<file path="config.mk">
export PLATFORM = sky130hd
export DESIGN_NAME = psp_ctrl
export DESIGN_NICKNAME = d
export VERILOG_FILES = /design/src/common/psp_pkg.sv /design/src/rtl/psp_ctrl.sv /design/src/rtl/psp_sync.sv
export VERILOG_INCLUDE_DIRS = /design/src /design/src/common
export SDC_FILE = /design/constraint.sdc
export NUM_CORES = 1
export LEC_CHECK = 0
export BUFFER_PORTS_ARGS = -buffer_cell sky130_fd_sc_hd__buf_2
export CAP_MARGIN = 40
export CORE_AREA = 2 2 115 117
export CTS_CLUSTER_DIAMETER = 150
export DETAILED_ROUTE_END_ITERATION = 8
export DIE_AREA = 0 0 117 119
export PLACE_DENSITY = 0.71
export RECOVER_POWER = 25
export SYNTH_ARGS = -nofsm -noshare
export SYNTH_HDL_FRONTEND = slang
export SYNTH_SLANG_ARGS = --single-unit
</file>
<file path="constraint.sdc">
create_clock -name sys_clk_in -period 2.45 [get_ports sys_clk_in]
set_clock_uncertainty 0.05 [all_clocks]
set_input_delay 0.1225 -clock sys_clk_in [delete_from_list [all_inputs] [get_ports sys_clk_in]]
set_output_delay 0.1225 -clock sys_clk_in [all_outputs]
set_load 0.05 [all_outputs]
</file>
<file path="src/common/psp_defines.svh">
// How it works
// - bootstrap undervoltage flag shuts the outputs down
// - overcurrent on a half-bridge cuts its pulse for the rest of the frame
// - overcurrent persisting over many frames sets a latched Hi-Z shutdown
// - an overload on any half-bridge shuts down all four together
// - thermal warning output follows the 125 C detector
// - above 150 C: thermal shutdown latch, all outputs Hi-Z, alert low
// - thermal shutdown latch holds until reset is asserted, then resumes
// - power-on clear resets overload guard and holds stage off until supplies good
// - any supply below threshold: outputs Hi-Z at once, alert low
// - after undervoltage the stage restarts by itself, no reset needed
// - reset low holds all four half-bridges in Hi-Z once the ramp down has ended
// - reset low enables weak pulldowns in bridged modes, never in single-ended
// - reset low forces the shutdown alert inactive high
// - reset rising edge clears a latched overload shutdown
// - in bridged mode duty cycle ramps between zero and input duty on reset transitions
// - alert is driven low whenever a fault has shut the stage down while reset is high
`ifndef PSP_DEFINES_SVH
`define PSP_DEFINES_SVH

`define PSP_CLK_PERIOD_NS  10
`define PSP_RAMP_TIME_MS   10
`define PSP_NS_PER_MS      1000000
`define PSP_ADDR_CTRL      8'h00
`define PSP_ADDR_STATUS    8'h04
`define PSP_ADDR_CONFIG    8'h08
`define PSP_MODE_RST       2'h0
`define PSP_OVL_LIMIT_RST  8'h08
`define PSP_RAMP_MAX       8'hff
`define PSP_RAMP_MIN       8'h00
`define PSP_FRAME_LAST     8'hff
`define PSP_SYNC_W         22

`endif

</file>
<file path="src/common/psp_pkg.sv">
package psp_pkg;

  typedef enum logic [1:0] {
    PSP_MODE_BRIDGED = 2'h0,
    PSP_MODE_SINGLE  = 2'h1,
    PSP_MODE_THREE   = 2'h2
  } psp_mode_e;

  typedef enum logic [3:0] {
    PSP_ST_OFF  = 4'h1,
    PSP_ST_UP   = 4'h2,
    PSP_ST_RUN  = 4'h4,
    PSP_ST_DOWN = 4'h8
  } psp_state_e;

endpackage : psp_pkg

</file>
<file path="src/rtl/psp_ctrl.sv">
// Design decisions made here: the register addresses and register access over AHB-Lite.
`include "psp_defines.svh"

module psp_ctrl #(
  parameter int unsigned RAMP_CYCLES =
    `PSP_RAMP_TIME_MS * `PSP_NS_PER_MS / `PSP_CLK_PERIOD_NS
) (
  // clock and reset
  input  wire logic        sys_clk_in,
  input  wire logic        sys_rst_in,
  // ahb-lite slave
  input  wire logic        hsel_in,
  input  wire logic [31:0] haddr_in,
  input  wire logic [1:0]  htrans_in,
  input  wire logic        hwrite_in,
  input  wire logic [2:0]  hsize_in,
  input  wire logic [31:0] hwdata_in,
  input  wire logic        hready_in,
  output logic      [31:0] hrdata_out,
  output logic             hreadyout_out,
  output logic             hresp_out,
  // pins from the modulator and controller
  input  wire logic [3:0]  pwm_in,
  input  wire logic        stage_reset_n_in,
  // analog detector flags
  input  wire logic [3:0]  overcurrent_hs_in,
  input  wire logic [3:0]  overcurrent_ls_in,
  input  wire logic        temp_warn_in,
  input  wire logic        temp_shut_in,
  input  wire logic        logic_supply_ok_in,
  input  wire logic [1:0]  gate_drive_supply_ok_in,
  input  wire logic [3:0]  bootstrap_low_in,
  // half-bridge drive
  output logic      [3:0]  hb_pwm_out,
  output logic      [3:0]  hb_en_out,
  output logic      [3:0]  pulldown_en_out,
  // status pins
  output logic             thermal_warning_out,
  output logic             fault_alert_out,
  output logic             fault_alert_oe_n_out
);

  localparam int unsigned STEP_CYCLES_I = RAMP_CYCLES / `PSP_RAMP_MAX;
  localparam logic [19:0] STEP_LAST =
    (STEP_CYCLES_I > 1) ? 20'(STEP_CYCLES_I - 1) : 20'h0;

  function automatic logic reg_hit(input logic [7:0] addr, input logic [7:0] offs);
    reg_hit = (addr == offs);
  endfunction : reg_hit

  // synchronised inputs
  logic [3:0] pwm_s;
  logic       rst_s;
  logic [3:0] cur_hs_s;
  logic [3:0] cur_ls_s;
  logic       warn_s;
  logic       shut_s;
  logic       logic_ok_s;
  logic [1:0] gate_ok_s;
  logic [3:0] boot_low_s;

  psp_sync #(.W(`PSP_SYNC_W)) u_sync (
    .sys_clk_in (sys_clk_in),
    .async_in   ({pwm_in, stage_reset_n_in, overcurrent_hs_in, overcurrent_ls_in,
                  temp_warn_in, temp_shut_in, logic_supply_ok_in,
                  gate_drive_supply_ok_in, bootstrap_low_in}),
    .sync_out   ({pwm_s, rst_s, cur_hs_s, cur_ls_s, warn_s, shut_s, logic_ok_s,
                  gate_ok_s, boot_low_s})
  );

  // registers
  logic [1:0]  mode_reg;
  logic [7:0]  ovl_limit_reg;
  logic [7:0]  addr_reg;
  logic        wr_pend_reg;
  logic [31:0] rdata_reg;
  logic [3:0]  pwm_prev_reg;
  logic        rst_prev_reg;
  logic [3:0]  limit_reg;
  logic [3:0]  limit_next;
  logic [7:0]  frame_cnt_reg;
  logic        frame_hit_reg;
  logic [7:0]  ovl_cnt_reg;
  logic        ovl_latch_reg;
  logic        therm_latch_reg;
  logic [7:0]  ramp_lvl_reg;
  logic [19:0] step_cnt_reg;
  psp_pkg::psp_state_e state_reg;
  psp_pkg::psp_state_e state_next;

  logic [3:0] cur_s;
  logic [3:0] pwm_rise;
  logic       rst_rise;
  logic       supply_low;
  logic       boot_low;
  logic       ovl_set;
  logic       therm_set;
  logic       shut_now;
  logic       single_mode;
  logic       step_tick;
  logic       ramp_pass;
  logic       addr_ok;

  assign cur_s       = cur_hs_s | cur_ls_s;
  assign pwm_rise    = pwm_s & ~pwm_prev_reg;
  assign rst_rise    = rst_s & ~rst_prev_reg;
  assign supply_low  = ~(logic_ok_s & (&gate_ok_s));
  assign boot_low    = |boot_low_s;
  assign single_mode = (mode_reg == psp_pkg::PSP_MODE_SINGLE);
  assign step_tick   = (step_cnt_reg == STEP_LAST);
  assign ramp_pass   = (ramp_lvl_reg == `PSP_RAMP_MAX) || (frame_cnt_reg < ramp_lvl_reg);

  // ahb-lite: zero wait state, always okay
  assign addr_ok       = hsel_in && hready_in && htrans_in[1];
  assign hreadyout_out = 1'b1;
  assign hresp_out     = 1'b0;
  assign hrdata_out    = rdata_reg;

  always_ff @(posedge sys_clk_in) begin
    if (sys_rst_in) begin
      addr_reg    <= 8'h00;
      wr_pend_reg <= 1'b0;
      rdata_reg   <= 32'h0;
    end else begin
      wr_pend_reg <= addr_ok && hwrite_in;
      if (addr_ok) begin
        addr_reg <= haddr_in[7:0];
      end
      if (addr_ok && !hwrite_in) begin
        if (reg_hit(haddr_in[7:0], `PSP_ADDR_CTRL)) begin
          rdata_reg <= {30'h0, mode_reg};
        end else if (reg_hit(haddr_in[7:0], `PSP_ADDR_STATUS)) begin
          rdata_reg <= {16'h0, ramp_lvl_reg, 2'h0, hb_en_out[0], warn_s,
                        boot_low, supply_low, therm_latch_reg, ovl_latch_reg};
        end else if (reg_hit(haddr_in[7:0], `PSP_ADDR_CONFIG)) begin
          rdata_reg <= {24'h0, ovl_limit_reg};
        end else begin
          rdata_reg <= 32'h0;
        end
      end
    end
  end

  always_ff @(posedge sys_clk_in) begin
    if (sys_rst_in) begin
      mode_reg      <= `PSP_MODE_RST;
      ovl_limit_reg <= `PSP_OVL_LIMIT_RST;
    end else if (wr_pend_reg) begin
      if (reg_hit(addr_reg, `PSP_ADDR_CTRL)) begin
        mode_reg <= hwdata_in[1:0];
      end
      if (reg_hit(addr_reg, `PSP_ADDR_CONFIG)) begin
        ovl_limit_reg <= hwdata_in[7:0];
      end
    end
  end

  // edge history
  always_ff @(posedge sys_clk_in) begin
    if (sys_rst_in) begin
      pwm_prev_reg <= 4'h0;
      rst_prev_reg <= 1'b1;
    end else begin
      pwm_prev_reg <= pwm_s;
      rst_prev_reg <= rst_s;
    end
  end

  // cycle-by-cycle current limit, released on next pwm rise
  always_comb begin
    limit_next = (limit_reg & ~pwm_rise) | cur_s;
  end

  always_ff @(posedge sys_clk_in) begin
    if (sys_rst_in) begin
      limit_reg <= 4'h0;
    end else begin
      limit_reg <= limit_next;
    end
  end

  // frame counter and overload persistence
  assign ovl_set = frame_hit_reg && (frame_cnt_reg == `PSP_FRAME_LAST)
                   && (ovl_cnt_reg + 8'h01 >= ovl_limit_reg);

  always_ff @(posedge sys_clk_in) begin
    if (sys_rst_in) begin
      frame_cnt_reg <= 8'h00;
      frame_hit_reg <= 1'b0;
      ovl_cnt_reg   <= 8'h00;
    end else begin
      frame_cnt_reg <= frame_cnt_reg + 8'h01;
      if (frame_cnt_reg == `PSP_FRAME_LAST) begin
        frame_hit_reg <= |cur_s;
        ovl_cnt_reg   <= (frame_hit_reg && state_reg != psp_pkg::PSP_ST_OFF)
                         ? ovl_cnt_reg + 8'h01 : 8'h00;
      end else begin
        frame_hit_reg <= frame_hit_reg | (|cur_s);
      end
    end
  end

  // latched shutdowns; a set in the clearing cycle wins
  always_ff @(posedge sys_clk_in) begin
    if (sys_rst_in) begin
      ovl_latch_reg <= 1'b0;
    end else if (ovl_set) begin
      ovl_latch_reg <= 1'b1;
    end else if (rst_rise || supply_low) begin
      ovl_latch_reg <= 1'b0;
    end
  end

  assign therm_set = shut_s;

  always_ff @(posedge sys_clk_in) begin
    if (sys_rst_in) begin
      therm_latch_reg <= 1'b0;
    end else if (therm_set) begin
      therm_latch_reg <= 1'b1;
    end else if (!rst_s) begin
      therm_latch_reg <= 1'b0;
    end
  end

  assign shut_now = ovl_set || ovl_latch_reg || therm_set || therm_latch_reg
                    || supply_low || boot_low;

  // power stage sequencing
  always_comb begin
    state_next = state_reg;
    if (shut_now) begin
      state_next = psp_pkg::PSP_ST_OFF;
    end else begin
      unique case (state_reg)
        psp_pkg::PSP_ST_OFF: begin
          if (rst_s) begin
            state_next = psp_pkg::PSP_ST_UP;
          end
        end
        psp_pkg::PSP_ST_UP: begin
          if (!rst_s) begin
            state_next = psp_pkg::PSP_ST_DOWN;
          end else if (ramp_lvl_reg == `PSP_RAMP_MAX) begin
            state_next = psp_pkg::PSP_ST_RUN;
          end
        end
        psp_pkg::PSP_ST_RUN: begin
          if (!rst_s) begin
            state_next = psp_pkg::PSP_ST_DOWN;
          end
        end
        psp_pkg::PSP_ST_DOWN: begin
          if (rst_s) begin
            state_next = psp_pkg::PSP_ST_UP;
          end else if (ramp_lvl_reg == `PSP_RAMP_MIN) begin
            state_next = psp_pkg::PSP_ST_OFF;
          end
        end
        default: begin
          state_next = psp_pkg::PSP_ST_OFF;
        end
      endcase
    end
  end

  always_ff @(posedge sys_clk_in) begin
    if (sys_rst_in) begin
      state_reg <= psp_pkg::PSP_ST_OFF;
    end else begin
      state_reg <= state_next;
    end
  end

  // soft ramp timer; ramp only in bridged mode
  always_ff @(posedge sys_clk_in) begin
    if (sys_rst_in) begin
      step_cnt_reg <= 20'h0;
      ramp_lvl_reg <= `PSP_RAMP_MIN;
    end else begin
      step_cnt_reg <= step_tick ? 20'h0 : step_cnt_reg + 20'h1;
      if (state_reg == psp_pkg::PSP_ST_OFF) begin
        ramp_lvl_reg <= `PSP_RAMP_MIN;
      end else if (mode_reg != psp_pkg::PSP_MODE_BRIDGED) begin
        ramp_lvl_reg <= (state_reg == psp_pkg::PSP_ST_DOWN) ? `PSP_RAMP_MIN : `PSP_RAMP_MAX;
      end else if (step_tick) begin
        if (state_reg == psp_pkg::PSP_ST_UP && ramp_lvl_reg != `PSP_RAMP_MAX) begin
          ramp_lvl_reg <= ramp_lvl_reg + 8'h01;
        end else if (state_reg == psp_pkg::PSP_ST_DOWN && ramp_lvl_reg != `PSP_RAMP_MIN) begin
          ramp_lvl_reg <= ramp_lvl_reg - 8'h01;
        end
      end
    end
  end

  // output drive
  always_ff @(posedge sys_clk_in) begin
    if (sys_rst_in) begin
      hb_pwm_out      <= 4'h0;
      hb_en_out       <= 4'h0;
      pulldown_en_out <= 4'h0;
    end else begin
      hb_en_out       <= (state_next != psp_pkg::PSP_ST_OFF) ? 4'hf : 4'h0;
      hb_pwm_out      <= (state_next != psp_pkg::PSP_ST_OFF && ramp_pass)
                         ? (pwm_s & ~limit_next) : 4'h0;
      pulldown_en_out <= (!rst_s && !single_mode && state_next == psp_pkg::PSP_ST_OFF)
                         ? 4'hf : 4'h0;
    end
  end

  // warning and alert pins
  always_ff @(posedge sys_clk_in) begin
    if (sys_rst_in) begin
      thermal_warning_out  <= 1'b0;
      fault_alert_oe_n_out <= 1'b1;
    end else begin
      thermal_warning_out  <= warn_s;
      fault_alert_oe_n_out <= !(rst_s && shut_now);
    end
  end

  assign fault_alert_out = 1'b0;
endmodule : psp_ctrl

</file>
<file path="src/rtl/psp_sync.sv">
module psp_sync #(
  parameter int W = 1
) (
  // clock
  input  wire logic         sys_clk_in,
  // async inputs
  input  wire logic [W-1:0] async_in,
  // synced outputs
  output logic      [W-1:0] sync_out
);

  logic [W-1:0] meta_reg;
  logic [W-1:0] sync_reg;

  always_ff @(posedge sys_clk_in) begin
    meta_reg <= async_in;
    sync_reg <= meta_reg;
  end

  assign sync_out = sync_reg;

endmodule : psp_sync

</file>
==> key figures, run 1 <==
Outcome
  – Status: completed

Worst setup path
  – Req. time, crit path: approximately 2700 ps
  – FF-to-FF path depth: 12
  – Worst r2r src: ovl_cnt_reg[0]
  – Critical setup path kind: flop to flop
  – Crit path from: ovl_cnt_reg[0]
  – Max stage delay on crit path: 370 ps
  – Crit end category: flop
  – Capturing point of the worst reg2reg path: hb_pwm_out[0]
  – Crit path DAT: ~2700 ps
  – CP cell instances: ha_4, nand3_4, nor2_4, xor2_2, ha_1, nand4_1, nor2_1, a211oi_2, buf_4, o211ai_1, buf_4, a211oi_4
  – Cell repeated most along the worst path: buf_4
  – R2R Setup Slk: 40 ps
  – Slowest cell on crit path: dfxtp_4
  – CP Max Fanout: 6
  – Critical path startpoint category: flop

Layout
  – Layout cells sized above 1: 0.2219
  – FILL cells: approximately 1000
  – Final Non-Filler Cells: 969
  – Sequential cell area: a little under 0.003 mm^2
  – Nets@finish: approximately 900
  – Post-layout util: 0.6063
  – Antenna diode count: 0
  – Area Overhead vs Synth: 31.26%
  – Multi-input logic area: about 0.0029 mm^2

Timing
  – Final Hold Fails: 0
  – Final setup fails: 0
  – Ratio of final minimum period to clock period: 0.9833
  – Final slew viol count: 0
  – Peak Freq: between 0.4 and 0.5 GHz
  – Worst-Margin Slew: approximately 760 ps
  – Minimum clock period: roughly 2400 ps
  – Slew HR: 0.4907
  – Fin Hold WS: 139.5 ps
  – Unrepaired setup endpoints after global routing: true

Routing
  – Post-DR vias/cell: 5.196
  – DRT iter0 DRCs: around 330
  – Routed vias: just over 5000
  – DRT Wirelength: 13.85 mm
  – Routed wire per std cell: 14.29 um
  – Remaining DRCs: 0
  – Post-route ant nets: 0
  – Detailed Routing Iterations Pass 1: 5

Global routing
  – First-pass GRT wire length: around 22 mm
  – Number of global-route vias before repair: a little under 5000
  – Largest net degree at the start of global routing: 39
  – GRT Total Usage: 0.2042
  – Initial antenna violation count: 0
  – Total gr overflow: 0

Run
  – MaxCap Viol Count: 0

Pwr
  – PD cells: around 700 mW/mm^2
  – Register share of total power: 0.467
  – Max VDD drop: approximately 0.55 mV
  – P_leak: ~3.2 nW
  – Switching share of total power: 0.2470
  – Total power: approximately 5.3 mW
  – Comb pwr share: 0.055
  – Pint: about 4 mW
  – Sw power: 1.316 mW
  – Clock share of power: 0.478

Synth
  – Sequential-to-total area share from yosys stat: 0.4948
  – EDFF count, synth: 0
  – Synthesized instance count: approximately 630
  – Register bit total from synthesis: 147
  – Post-synth top flop: dfxtp_1
  – Post-Syn Area: roughly 0.006 mm^2
  – Synth async-reset ratio: 0
  – Ys Warns: 0
  – Synth cell types: 54
  – Syn Area/Cell: between 9 and 10 um^2

Clocking
  – Worst-path clk slew: 70 ps
  – CTS Buf Count: 17
  – CTS H-tree depth: 4
  – Worst skew pair latency: roughly 420 ps
  – Clk buf depth: 2
  – CTS Root Cell: clkbuf_16
  – CTS tree: yes
  – Clock tree sinks: 147

Die
  – # rows: 42
  – Die span in y: approximately 120 um
  – Die ar.: around 0.014 mm^2
  – Initial Utilization: 0.4619
  – Die Span X: approximately 120 um
  – Io pins: 145
  – Area of the core: 0.01287 mm^2

Min path
  – Hold_sp: hready_in
  – WHS Path Cells: 3
  – Hold Crit Class: input pin to flop
  – Worst hold endpoint: wr_pend_reg

Placed design
  – Placed cells: 889
  – Port Buffers: 73
  – GP Congestion: about 0.87
  – Dpl hpwl: just under 10 mm
## per-layer routing
| metal | vias up | part of all wire | GRT usage |
|---|---|---|---|
| met5 | - | 0 | 0 |
| met4 | 0 | 0.019 | 0.07426 |
| met3 | 29 | 0.053 | 0.06463 |
| met2 | 164 | 0.51 | 0.3551 |
| met1 | 2371 | 0.42 | 0.2316 |
| li1 | 2471 | - | - |
## worst max path at each step
stage / end / slack, ps / cells past startpoint
after floorplan: ramp_lvl_reg[7] / 20 / 9
after global placement: state_reg[3] / -70 / 12
after detailed placement: state_reg[3] / -230 / 12
after CTS: ramp_lvl_reg[5] / 60 / 8
after global routing: hb_pwm_out[0] / -80 / 11
final: hb_pwm_out[0] / 40 / 12
## cells in the final DEF, fill, tap and decap left out, types with 5 or more instances in the layout
master         netlist  layout
or3_1                5       5
o21ai_0             24      21
buf_2                3      73
nor2b_1              8       8
nand3_1             23      21
mux2i_1             12      12
nor4_1              10       9
xnor2_1             13      13
a211oi_2             0       7
nand4_1             11      11
a21o_1               6       6
nand2_1             41      41
dfxtp_1            147     144
clkbuf_16            0      17
conb_1               2      19
xor2_1              22      20
inv_1               27      26
dlygate4sd3_1        0      39
buf_4               25      40
nand2b_1             7       7
a21oi_1             28      28
nor2_1              87      84
ha_1                25      23
nor3_1               9       8
a211oi_1            16       8
a22oi_1             20      20
## power groups by stage
stage	clock network, mW	logic (mW)	registers, mW
finish	2.55	0.292	2.49
global route	2.70	0.319	2.49
CTS	2.59	0.288	2.49
detailed placement	0	0.238	2.54
global placement	0	0.232	2.54
floorplan	0	0.189	2.54
## final cells by class
type	count	share of cell area
inverter	27	0.01298
timing repair buffer	152	0.1353
clock inverter	15	0.02164
sequential	147	0.3781
tap	176	0.02821
clock buffer	17	0.05450
multi-input combinational	435	0.3693
## worst max-delay path, delay by kind of cell (launching register included)
family / cells / cell delay, ps
compound gates: 3 / 490
fa+ha+maj: 2 / 460
simple gates: 4 / 390
buf+inv: 2 / 370
flops: 1 / 370
xor+xnor: 1 / 210
## cells by family after synthesis
logic type      after synthesis  synth area share
other cells                   2          0.001263
simple gates                224            0.1826
mux                          12           0.02020
buf+inv                      68           0.05933
xor+xnor                     35           0.05155
flops                       147            0.4948
compound gates              119            0.1342
fa+ha+maj                    26           0.05596
## synthesized netlist by cell type (3+ instances only)
master / number / area share
dfxtp_1: 147 / 0.49
nor2_1: 87 / 0.055
nand2_1: 41 / 0.026
a21oi_1: 28 / 0.024
inv_1: 27 / 0.017
buf_4: 25 / 0.032
ha_1: 25 / 0.053
o21ai_0: 24 / 0.020
nand3_1: 23 / 0.019
xor2_1: 22 / 0.032
a22oi_1: 20 / 0.025
a211oi_1: 16 / 0.020
xnor2_1: 13 / 0.019
mux2i_1: 12 / 0.020
nand4_1: 11 / 0.012
clkbuf_1: 10 / 0.0063
nor4_1: 10 / 0.011
nor3_1: 9 / 0.0076
nor2b_1: 8 / 0.0084
nand2b_1: 7 / 0.0074
a21o_1: 6 / 0.0076
or3_1: 5 / 0.0053
and3_1: 4 / 0.0042
nor4b_1: 4 / 0.0059
or4_1: 4 / 0.0050
buf_1: 3 / 0.0019
buf_2: 3 / 0.0025
## metrics by stage
step           setup slack, ps  TNS, ps  instance area [um^2]
2_1_floorplan            23.36        0                  6017
3_3_place_gp            -72.48   -169.7                  6584
3_5_place_dp            -234.4    -1160                  6584
4_1_cts                  56.46        0                  7699
5_1_grt                 -76.37   -308.2                  7806
6_report                 40.81        0                  7806
## timing repair
item / CTS / global route
setup buffers: 7 / 3
pin swaps: 13 / 11
setup endpoints to repair: 11 / 12
hold endpoints to repair: 41 / 0
resized for setup: 19 / 17
hold buffers: 39 / 0
Power figures use the tool's default switching activity.
==> run 2: changes to the inputs <==
--- a/config.mk
+++ b/config.mk
@@ -6,6 +6,7 @@
 export SDC_FILE = /design/constraint.sdc
 export NUM_CORES = 1
 export LEC_CHECK = 0
+export ABC_CLOCK_PERIOD_IN_PS = 2450
 export BUFFER_PORTS_ARGS = -buffer_cell sky130_fd_sc_hd__buf_2
 export CAP_MARGIN = 40
 export CORE_AREA = 2 2 115 117
@@ -14,6 +15,7 @@
 export DIE_AREA = 0 0 117 119
 export PLACE_DENSITY = 0.71
 export RECOVER_POWER = 25
+export SLEW_MARGIN = 20
 export SYNTH_ARGS = -nofsm -noshare
 export SYNTH_HDL_FRONTEND = slang
 export SYNTH_SLANG_ARGS = --single-unit
==> constraint.sdc (replaced) <==
create_clock -name sys_clk_in -period 2.45 [get_ports sys_clk_in]
set_clock_uncertainty 0.05 [all_clocks]
set_input_delay 0 -clock sys_clk_in [delete_from_list [all_inputs] [get_ports sys_clk_in]]
set_output_delay 0 -clock sys_clk_in [all_outputs]
set_load 0.05 [all_outputs]
==> run 2 against run 1 <==
Against the previous run:
- setup slack worse by 32 ps
- sequential power barely moved
- die area is the same
- critical endpoint unchanged
==> key figures, run 2 (same netlist as run 1, synthesis figures left out) <==
Outcome
  – Status: completed

Die
  – Initial Utilization: 0.4619 (unchanged)
  – Io pins: 145 (unchanged)
  – Area of the core: 0.01287 mm^2 (unchanged)
  – # rows: 42 (unchanged)
  – Die ar.: 0.01392 mm^2 (unchanged)
  – Die Span X: 117 um (unchanged)
  – Die span in y: 119 um (unchanged)

Worst setup path
  – Crit end category: flop
  – CP Max Fanout: 5 (-1)
  – Critical path startpoint category: flop
  – R2R Setup Slk: 8 ps (-30 ps)
  – Crit path from: ovl_cnt_reg[0]
  – Worst r2r src: ovl_cnt_reg[0]
  – Req. time, crit path: 2730 ps (about the same)
  – Crit path DAT: 2720 ps (+20 ps)
  – Critical setup path kind: flop to flop

Routing
  – DRT iter0 DRCs: 233 (-29%)
  – Post-DR vias/cell: 5.236 (+0.77%)
  – Detailed Routing Iterations Pass 1: 5 (unchanged)
  – Routed vias: 5053 (+0.36%)
  – Post-route ant nets: 0 (unchanged)
  – Remaining DRCs: 0 (unchanged)
  – Routed wire per std cell: 14.53 um (+1.7%)
  – DRT Wirelength: 14.03 mm (+1.3%)

Min path
  – Hold Crit Class: input pin to flop
  – Hold_sp: sys_rst_in

Pwr
  – Max VDD drop: 0.5544 mV (+1.0%)
  – Total power: 5.366 mW (+0.74%)
  – PD cells: 694.2 mW/mm^2 (+1.7%)
  – P_leak: 3.220 nW (-0.69%)

Global routing
  – First-pass GRT wire length: 22.62 mm (+0.65%)
  – GRT Total Usage: 0.2082 (+0.003982)
  – Initial antenna violation count: 0 (unchanged)
  – Total gr overflow: 0 (unchanged)
  – Largest net degree at the start of global routing: 37 (-5.1%)
  – Number of global-route vias before repair: 4950 (+0.92%)

Timing
  – Ratio of final minimum period to clock period: 0.9966 (+0.01323)
  – Final slew viol count: 0 (unchanged)
  – Minimum clock period: 2442 ps (+32.42 ps)
  – Slew HR: 0.5471 (+0.05637)
  – Final setup fails: 0 (unchanged)
  – Final Hold Fails: 0 (unchanged)
  – Peak Freq: 0.4096 GHz (-1.3%)
  – Unrepaired setup endpoints after global routing: true
  – Worst-Margin Slew: 673.2 ps (-82.77 ps)

Clocking
  – CTS tree: yes
  – Worst-path clk slew: 60 ps (about the same)
  – CTS Root Cell: clkbuf_16
  – Worst skew pair latency: 430 ps (about the same)
  – Clk buf depth: 2 (unchanged)
  – Clock tree sinks: 147 (unchanged)
  – CTS H-tree depth: 4 (unchanged)
  – CTS Buf Count: 17 (unchanged)

Layout
  – Commonest non-fill, non-tap cell in the layout: dfxtp_1
  – Finished Cell Area: 0.007730 mm^2 (-0.98%)
  – Most frequent cells in the layout: dfxtp_1 (145), nor2_1 (85), buf_2 (72)
  – Layout cells sized above 1: 0.2104 (-0.01155)
  – Antenna diode count: 0 (unchanged)
  – FILL cells: 1068 (+2.3%)
  – Area Overhead vs Synth: 29.98%
  – Nets@finish: 898 (-0.44%)

Placed design
  – Port Buffers: 73 (unchanged)
  – Placed inst area: 0.006576 mm^2 (-0.11%)
  – GP Congestion: 0.8988 (+2.9%)
  – Dpl hpwl: 9.677 mm (+0.66%)

Run
  – MaxCap Viol Count: 0 (unchanged)
run 2: worst max-delay path, stage by stage, from the launching register on:
cell and delay (ps):
dfxtp_4 360, ha_4 170, buf_6 110, xor2_2 140, ha_1 300, a211oi_2 220, o21ai_1 120, a211oi_2 250
buf_4 160, o211ai_1 180, a211oi_1 300
run 2: layout make-up:
cell class	count	area (um^2)	share of cell area
clock buffer	18	439.2	0.05681
tap	176	220.2	0.02849
sequential	147	2948	0.3814
inverter	27	101.3	0.01311
timing repair buffer	148	1032	0.1335
multi-input combinational	435	2834	0.3666
clock inverter	14	155.1	0.02007
run 2: stage by stage:
| stage | TNS, ps | hold slack [ps] | cells | setup slack (ps) | utilization |
|---|---|---|---|---|---|
| finish | 0 | 25.48 | 965 | 8.383 | 0.6004 |
| global route | -491.4 | 37.16 | 965 | -110.5 | 0.6004 |
| CTS | 0 | 18.18 | 963 | 17.88 | 0.5918 |
| detailed placement | -570.6 | 54.95 | 888 | -137.4 | 0.5108 |
| global placement | -172.9 | 52.31 | 888 | -71.62 | 0.5108 |
| floorplan | 0 | -22.28 | 650 | 23.36 | - |
run 2: timing repair:
action	CTS	global route
hold buffers	40	0
hold endpoints to repair	43	0
endpoints found under the setup margin	11	15
resized for setup	8	19
buffers inserted	3	2
pin swaps	5	17
run 2: report_power, final:
part / switching, mW / internal (mW)
Combinational: 0.180 / 0.109
Sequential: 0.0342 / 2.45
Clock: 1.11 / 1.48
run 2: path summary, 6_finish.rpt:
kind	endpoint	depth (start not counted)
hold reg to reg	u_sync.sync_out[20]	0
setup / recovery	hb_pwm_out[0]	10
hold / removal	pwm_prev_reg[2]	2
setup reg to reg	hb_pwm_out[0]	10
run 2: layer usage:
metal / track usage / share of wire / up-vias
met1: 0.2309 / 0.41 / 2415
met3: 0.05445 / 0.043 / 37
li1: - / - / 2463
met5: 0 / 0 / -
met2: 0.3689 / 0.52 / 138
met4: 0.09044 / 0.030 / 0
==> run 3: changes to the inputs <==
--- a/config.mk
+++ b/config.mk
@@ -6,15 +6,17 @@
 export SDC_FILE = /design/constraint.sdc
 export NUM_CORES = 1
 export LEC_CHECK = 0
+export ABC_AREA = 1
 export ABC_CLOCK_PERIOD_IN_PS = 2450
 export BUFFER_PORTS_ARGS = -buffer_cell sky130_fd_sc_hd__buf_2
 export CAP_MARGIN = 40
-export CORE_AREA = 2 2 115 117
+export CORE_AREA = 2 2 117 119
 export CTS_CLUSTER_DIAMETER = 150
 export DETAILED_ROUTE_END_ITERATION = 8
-export DIE_AREA = 0 0 117 119
-export PLACE_DENSITY = 0.71
+export DIE_AREA = 0 0 119 121
+export PLACE_DENSITY = 0.72
 export RECOVER_POWER = 25
+export REMOVE_ABC_BUFFERS = 1
 export SLEW_MARGIN = 20
 export SYNTH_ARGS = -nofsm -noshare
 export SYNTH_HDL_FRONTEND = slang
==> run 3 against run 2 <==
Against the previous run:
- power rose by 0.68%
- via count up 7.1%
- global-route usage fell by 0.080 points
- sequential cell count did not move
- design area is 2.3% higher
- wire length increased by 3.3%
- non-clock buffer count decreased by 5
- sequential power barely moved
- register-to-register slack better by 70 ps
- largest cell class unchanged
==> key figures, run 3 <==
Global routing
  – Number of global-route vias before repair: 5215 (+5.4%)
  – Initial antenna violation count: 0 (unchanged)
  – Met2 usage: 0.3664 (-0.002479)
  – Met1 GRT Util: 0.2431 (+0.01224)
  – Largest net degree at the start of global routing: 22 (-41%)
  – GRT Total Usage: 0.2074 (-0.0007997)
  – Met3 Use GR: 0.05639 (+0.001938)
  – First-pass GRT wire length: 23.81 mm (+5.3%)
  – Total gr overflow: 0 (unchanged)
  – Layer carrying the most global-route usage: met2

Worst setup path
  – Critical setup path kind: flop to flop
  – WP buf/inv: 1 (-1)
  – Req. time, crit path: 2750 ps (+20 ps)
  – Max stage delay on crit path: 340 ps (-20 ps)
  – R2R Setup Slk: 70 ps (+70 ps)
  – CP cell instances: nand2_2, nor2_2, nand4_1, nor2_1, xor2_1, ha_1, nand2_1, inv_1, nor2_1, o21a_1, nand2_2, nand2_2, nand3_2, nor2_4, nand3_4, nor2_2
  – Crit path max-delay family: simple AND/OR/NAND/NOR gates
  – Slowest cell on crit path: dfxtp_2
  – Critical path startpoint category: flop
  – Crit end category: flop
  – CP Max Fanout: 4 (-1)
  – Cell repeated most along the worst path: nand2_2
  – Crit path DAT: 2680 ps (-40 ps)

Timing
  – Ratio of final minimum period to clock period: 0.9695 (-0.02711)
  – Slew HR: 0.4823 (-0.06475)
  – Minimum clock period: 2375 ps (-66.42 ps)
  – Final Hold Fails: 0 (unchanged)
  – Final slew viol count: 0 (unchanged)
  – Final WS setup: 74.80 ps (+66.42 ps)
  – Final setup fails: 0 (unchanged)
  – Unrepaired setup endpoints after global routing: true
  – Peak Freq: 0.4210 GHz (+2.8%)
  – Worst-Margin Slew: 773.7 ps (+100.5 ps)
  – TNS Setup: 0 ps (unchanged)

Clocking
  – CTS tree: yes
  – Clk buf depth: 2 (unchanged)
  – CTS Buf Count: 17 (unchanged)
  – Clock tree sinks: 147 (unchanged)
  – Worst skew pair latency: 410 ps (-20 ps)
  – CTS H-tree depth: 4 (unchanged)
  – CTS Root Cell: clkbuf_16
  – Worst-path clk slew: 60 ps (about the same)

Synth
  – Count leader, synth: dfxtp_1
  – Ranking of synthesized cells by area: dfxtp_1 (47%), nand2_1 (7.9%), a21oi_1 (6.3%), inv_1 (5.9%), ha_1 (5.0%)
  – Post-Syn Area: 0.006218 mm^2 (+4.6%)
  – Post-synth top cells: dfxtp_1 (147), nand2_1 (131), inv_1 (98)
  – Yosys top cell area share: 0.4732 (-0.02161)
  – Synthesized instance count: 774 (+22%)
  – EDFF count, synth: 0 (unchanged)
  – Synth cell types: 45 (-17%)
  – Ys Warns: 0 (unchanged)
  – Syn Area/Cell: 8.034 um^2 (-14%)
  – Synth area leader: dfxtp_1
  – Post-synth top flop: dfxtp_1
  – Sequential-to-total area share from yosys stat: 0.4732 (-0.02161)
  – Synth async-reset ratio: 0 (unchanged)
  – Register bit total from synthesis: 147 (unchanged)

Routing
  – Detailed Routing Iterations Pass 1: 5 (unchanged)
  – DRT Wirelength: 14.48 mm (+3.3%)
  – Routed vias: 5413 (+7.1%)
  – Remaining DRCs: 0 (unchanged)
  – Routed wire per std cell: 13.12 um (-9.7%)
  – Post-DR vias/cell: 4.903 (-6.4%)
  – Post-route ant nets: 0 (unchanged)
  – DRT iter0 DRCs: 413 (+77%)

Placed design
  – Setup WS pre-CTS: 42.40 ps (+179.8 ps)
  – Port Buffers: 73 (unchanged)
  – GP Congestion: 0.8304 (-7.6%)
  – Placed cells: 1022 (+15%)
  – Dpl hpwl: 9.513 mm (-1.7%)

Die
  – Initial Utilization: 0.4752 (+0.01333)
  – # rows: 42 (unchanged)
  – Die span in y: 121 um (+1.7%)
  – Area of the core: 0.01309 mm^2 (+1.6%)
  – Io pins: 145 (unchanged)
  – Die ar.: 0.01440 mm^2 (+3.4%)
  – Die Span X: 119 um (+1.7%)

Layout
  – Nets@finish: 1037 (+15%)
  – Final Non-Filler Cells: 1104 (+14%)
  – Area Overhead vs Synth: 27.20%
  – Layout cells sized above 1: 0.1897 (-0.02074)
  – Post-layout util: 0.6045 (+0.004124)
  – Most frequent cells in the layout: dfxtp_1 (144), nand2_1 (128), inv_1 (96)
  – Antenna diode count: 0 (unchanged)
  – FILL cells: 1114 (+4.3%)
  – Commonest non-fill, non-tap cell in the layout: dfxtp_1

Pwr
  – P_leak: 3.484 nW (+8.2%)
  – Pint: 4.171 mW (+3.2%)
  – Total power: 5.403 mW (+0.68%)
  – PD cells: 683.0 mW/mm^2 (-1.6%)
  – Clock share of power: 0.476 (-0.006)
  – Register share of total power: 0.461 (-0.003)
  – Switching share of total power: 0.2279 (-0.01885)
  – Sw power: 1.231 mW (-7.0%)
  – Comb pwr share: 0.063 (+0.009)
  – Max VDD drop: 0.5317 mV (-4.1%)

Min path
  – Hold Crit Class: input pin to flop

Run
  – MaxCap Viol Count: 0 (unchanged)

Outcome
  – Status: completed
run 3: repair_timing:
action | 4_1_cts | 5_1_grt
setup endpoints to repair | 0 | 10
hold buffers | 48 | 0
setup buffers | 0 | 2
hold endpoints to repair | 58 | 0
gates resized for setup | 0 | 16
run 3: area by class of cell:
type                    count  area, um^2  share of cell area
multi-input cells         504        2758              0.3486
inverters                 102       382.9             0.04840
well taps                 176       220.2             0.02784
clock buffers              22       474.2             0.05995
clock inverters            10       120.1             0.01519
repair buffers            143        1008              0.1275
flip-flops and latches    147        2947              0.3725
run 3: metrics by stage:
stage | hold slack [ps] | instance area (um^2)
2_1_floorplan | -22.28 | 6043
4_1_cts | 59.16 | 7854
3_5_place_dp | 53.61 | 6779
3_3_place_gp | 51.78 | 6779
6_report | 94.50 | 7910
5_1_grt | 106.4 | 7910
run 3: cell families after synthesis:
group	synth area share
buf+inv	0.1000
other cells	0.001208
xor+xnor	0.01268
fa+ha+maj	0.05352
flops	0.4732
compound gates	0.1231
simple gates	0.2362
run 3: metal layers:
metal	up-vias	wire length [um]
met2	158	7128
met1	2477	6320
li1	2751	-
met3	27	757
met5	-	0
met4	0	278
run 3: path summary, 6_finish.rpt:
kind,startpoint,end,cells after the start
max,ovl_cnt_reg[1],hb_pwm_out[3],16
min,hready_in,addr_reg[2],5
max reg2reg,ovl_cnt_reg[1],hb_pwm_out[3],16
min reg2reg,u_sync.meta_reg[1],u_sync.sync_out[1],0
run 3: tightest hold or removal path: stages:
cell     delay, ps
buf_2           70
nand3_1         50
buf_4          180
inv_1          120
a21oi_1         80
run 3: power by group through the flow:
| stage | clock, mW | sequential [mW] | combinational (mW) |
|---|---|---|---|
| floorplan | 0 | 2.55 | 0.160 |
| global placement | 0 | 2.54 | 0.264 |
| detailed placement | 0 | 2.54 | 0.268 |
| CTS | 2.60 | 2.49 | 0.330 |
| global route | 2.71 | 2.49 | 0.369 |
| finish | 2.57 | 2.49 | 0.341 |
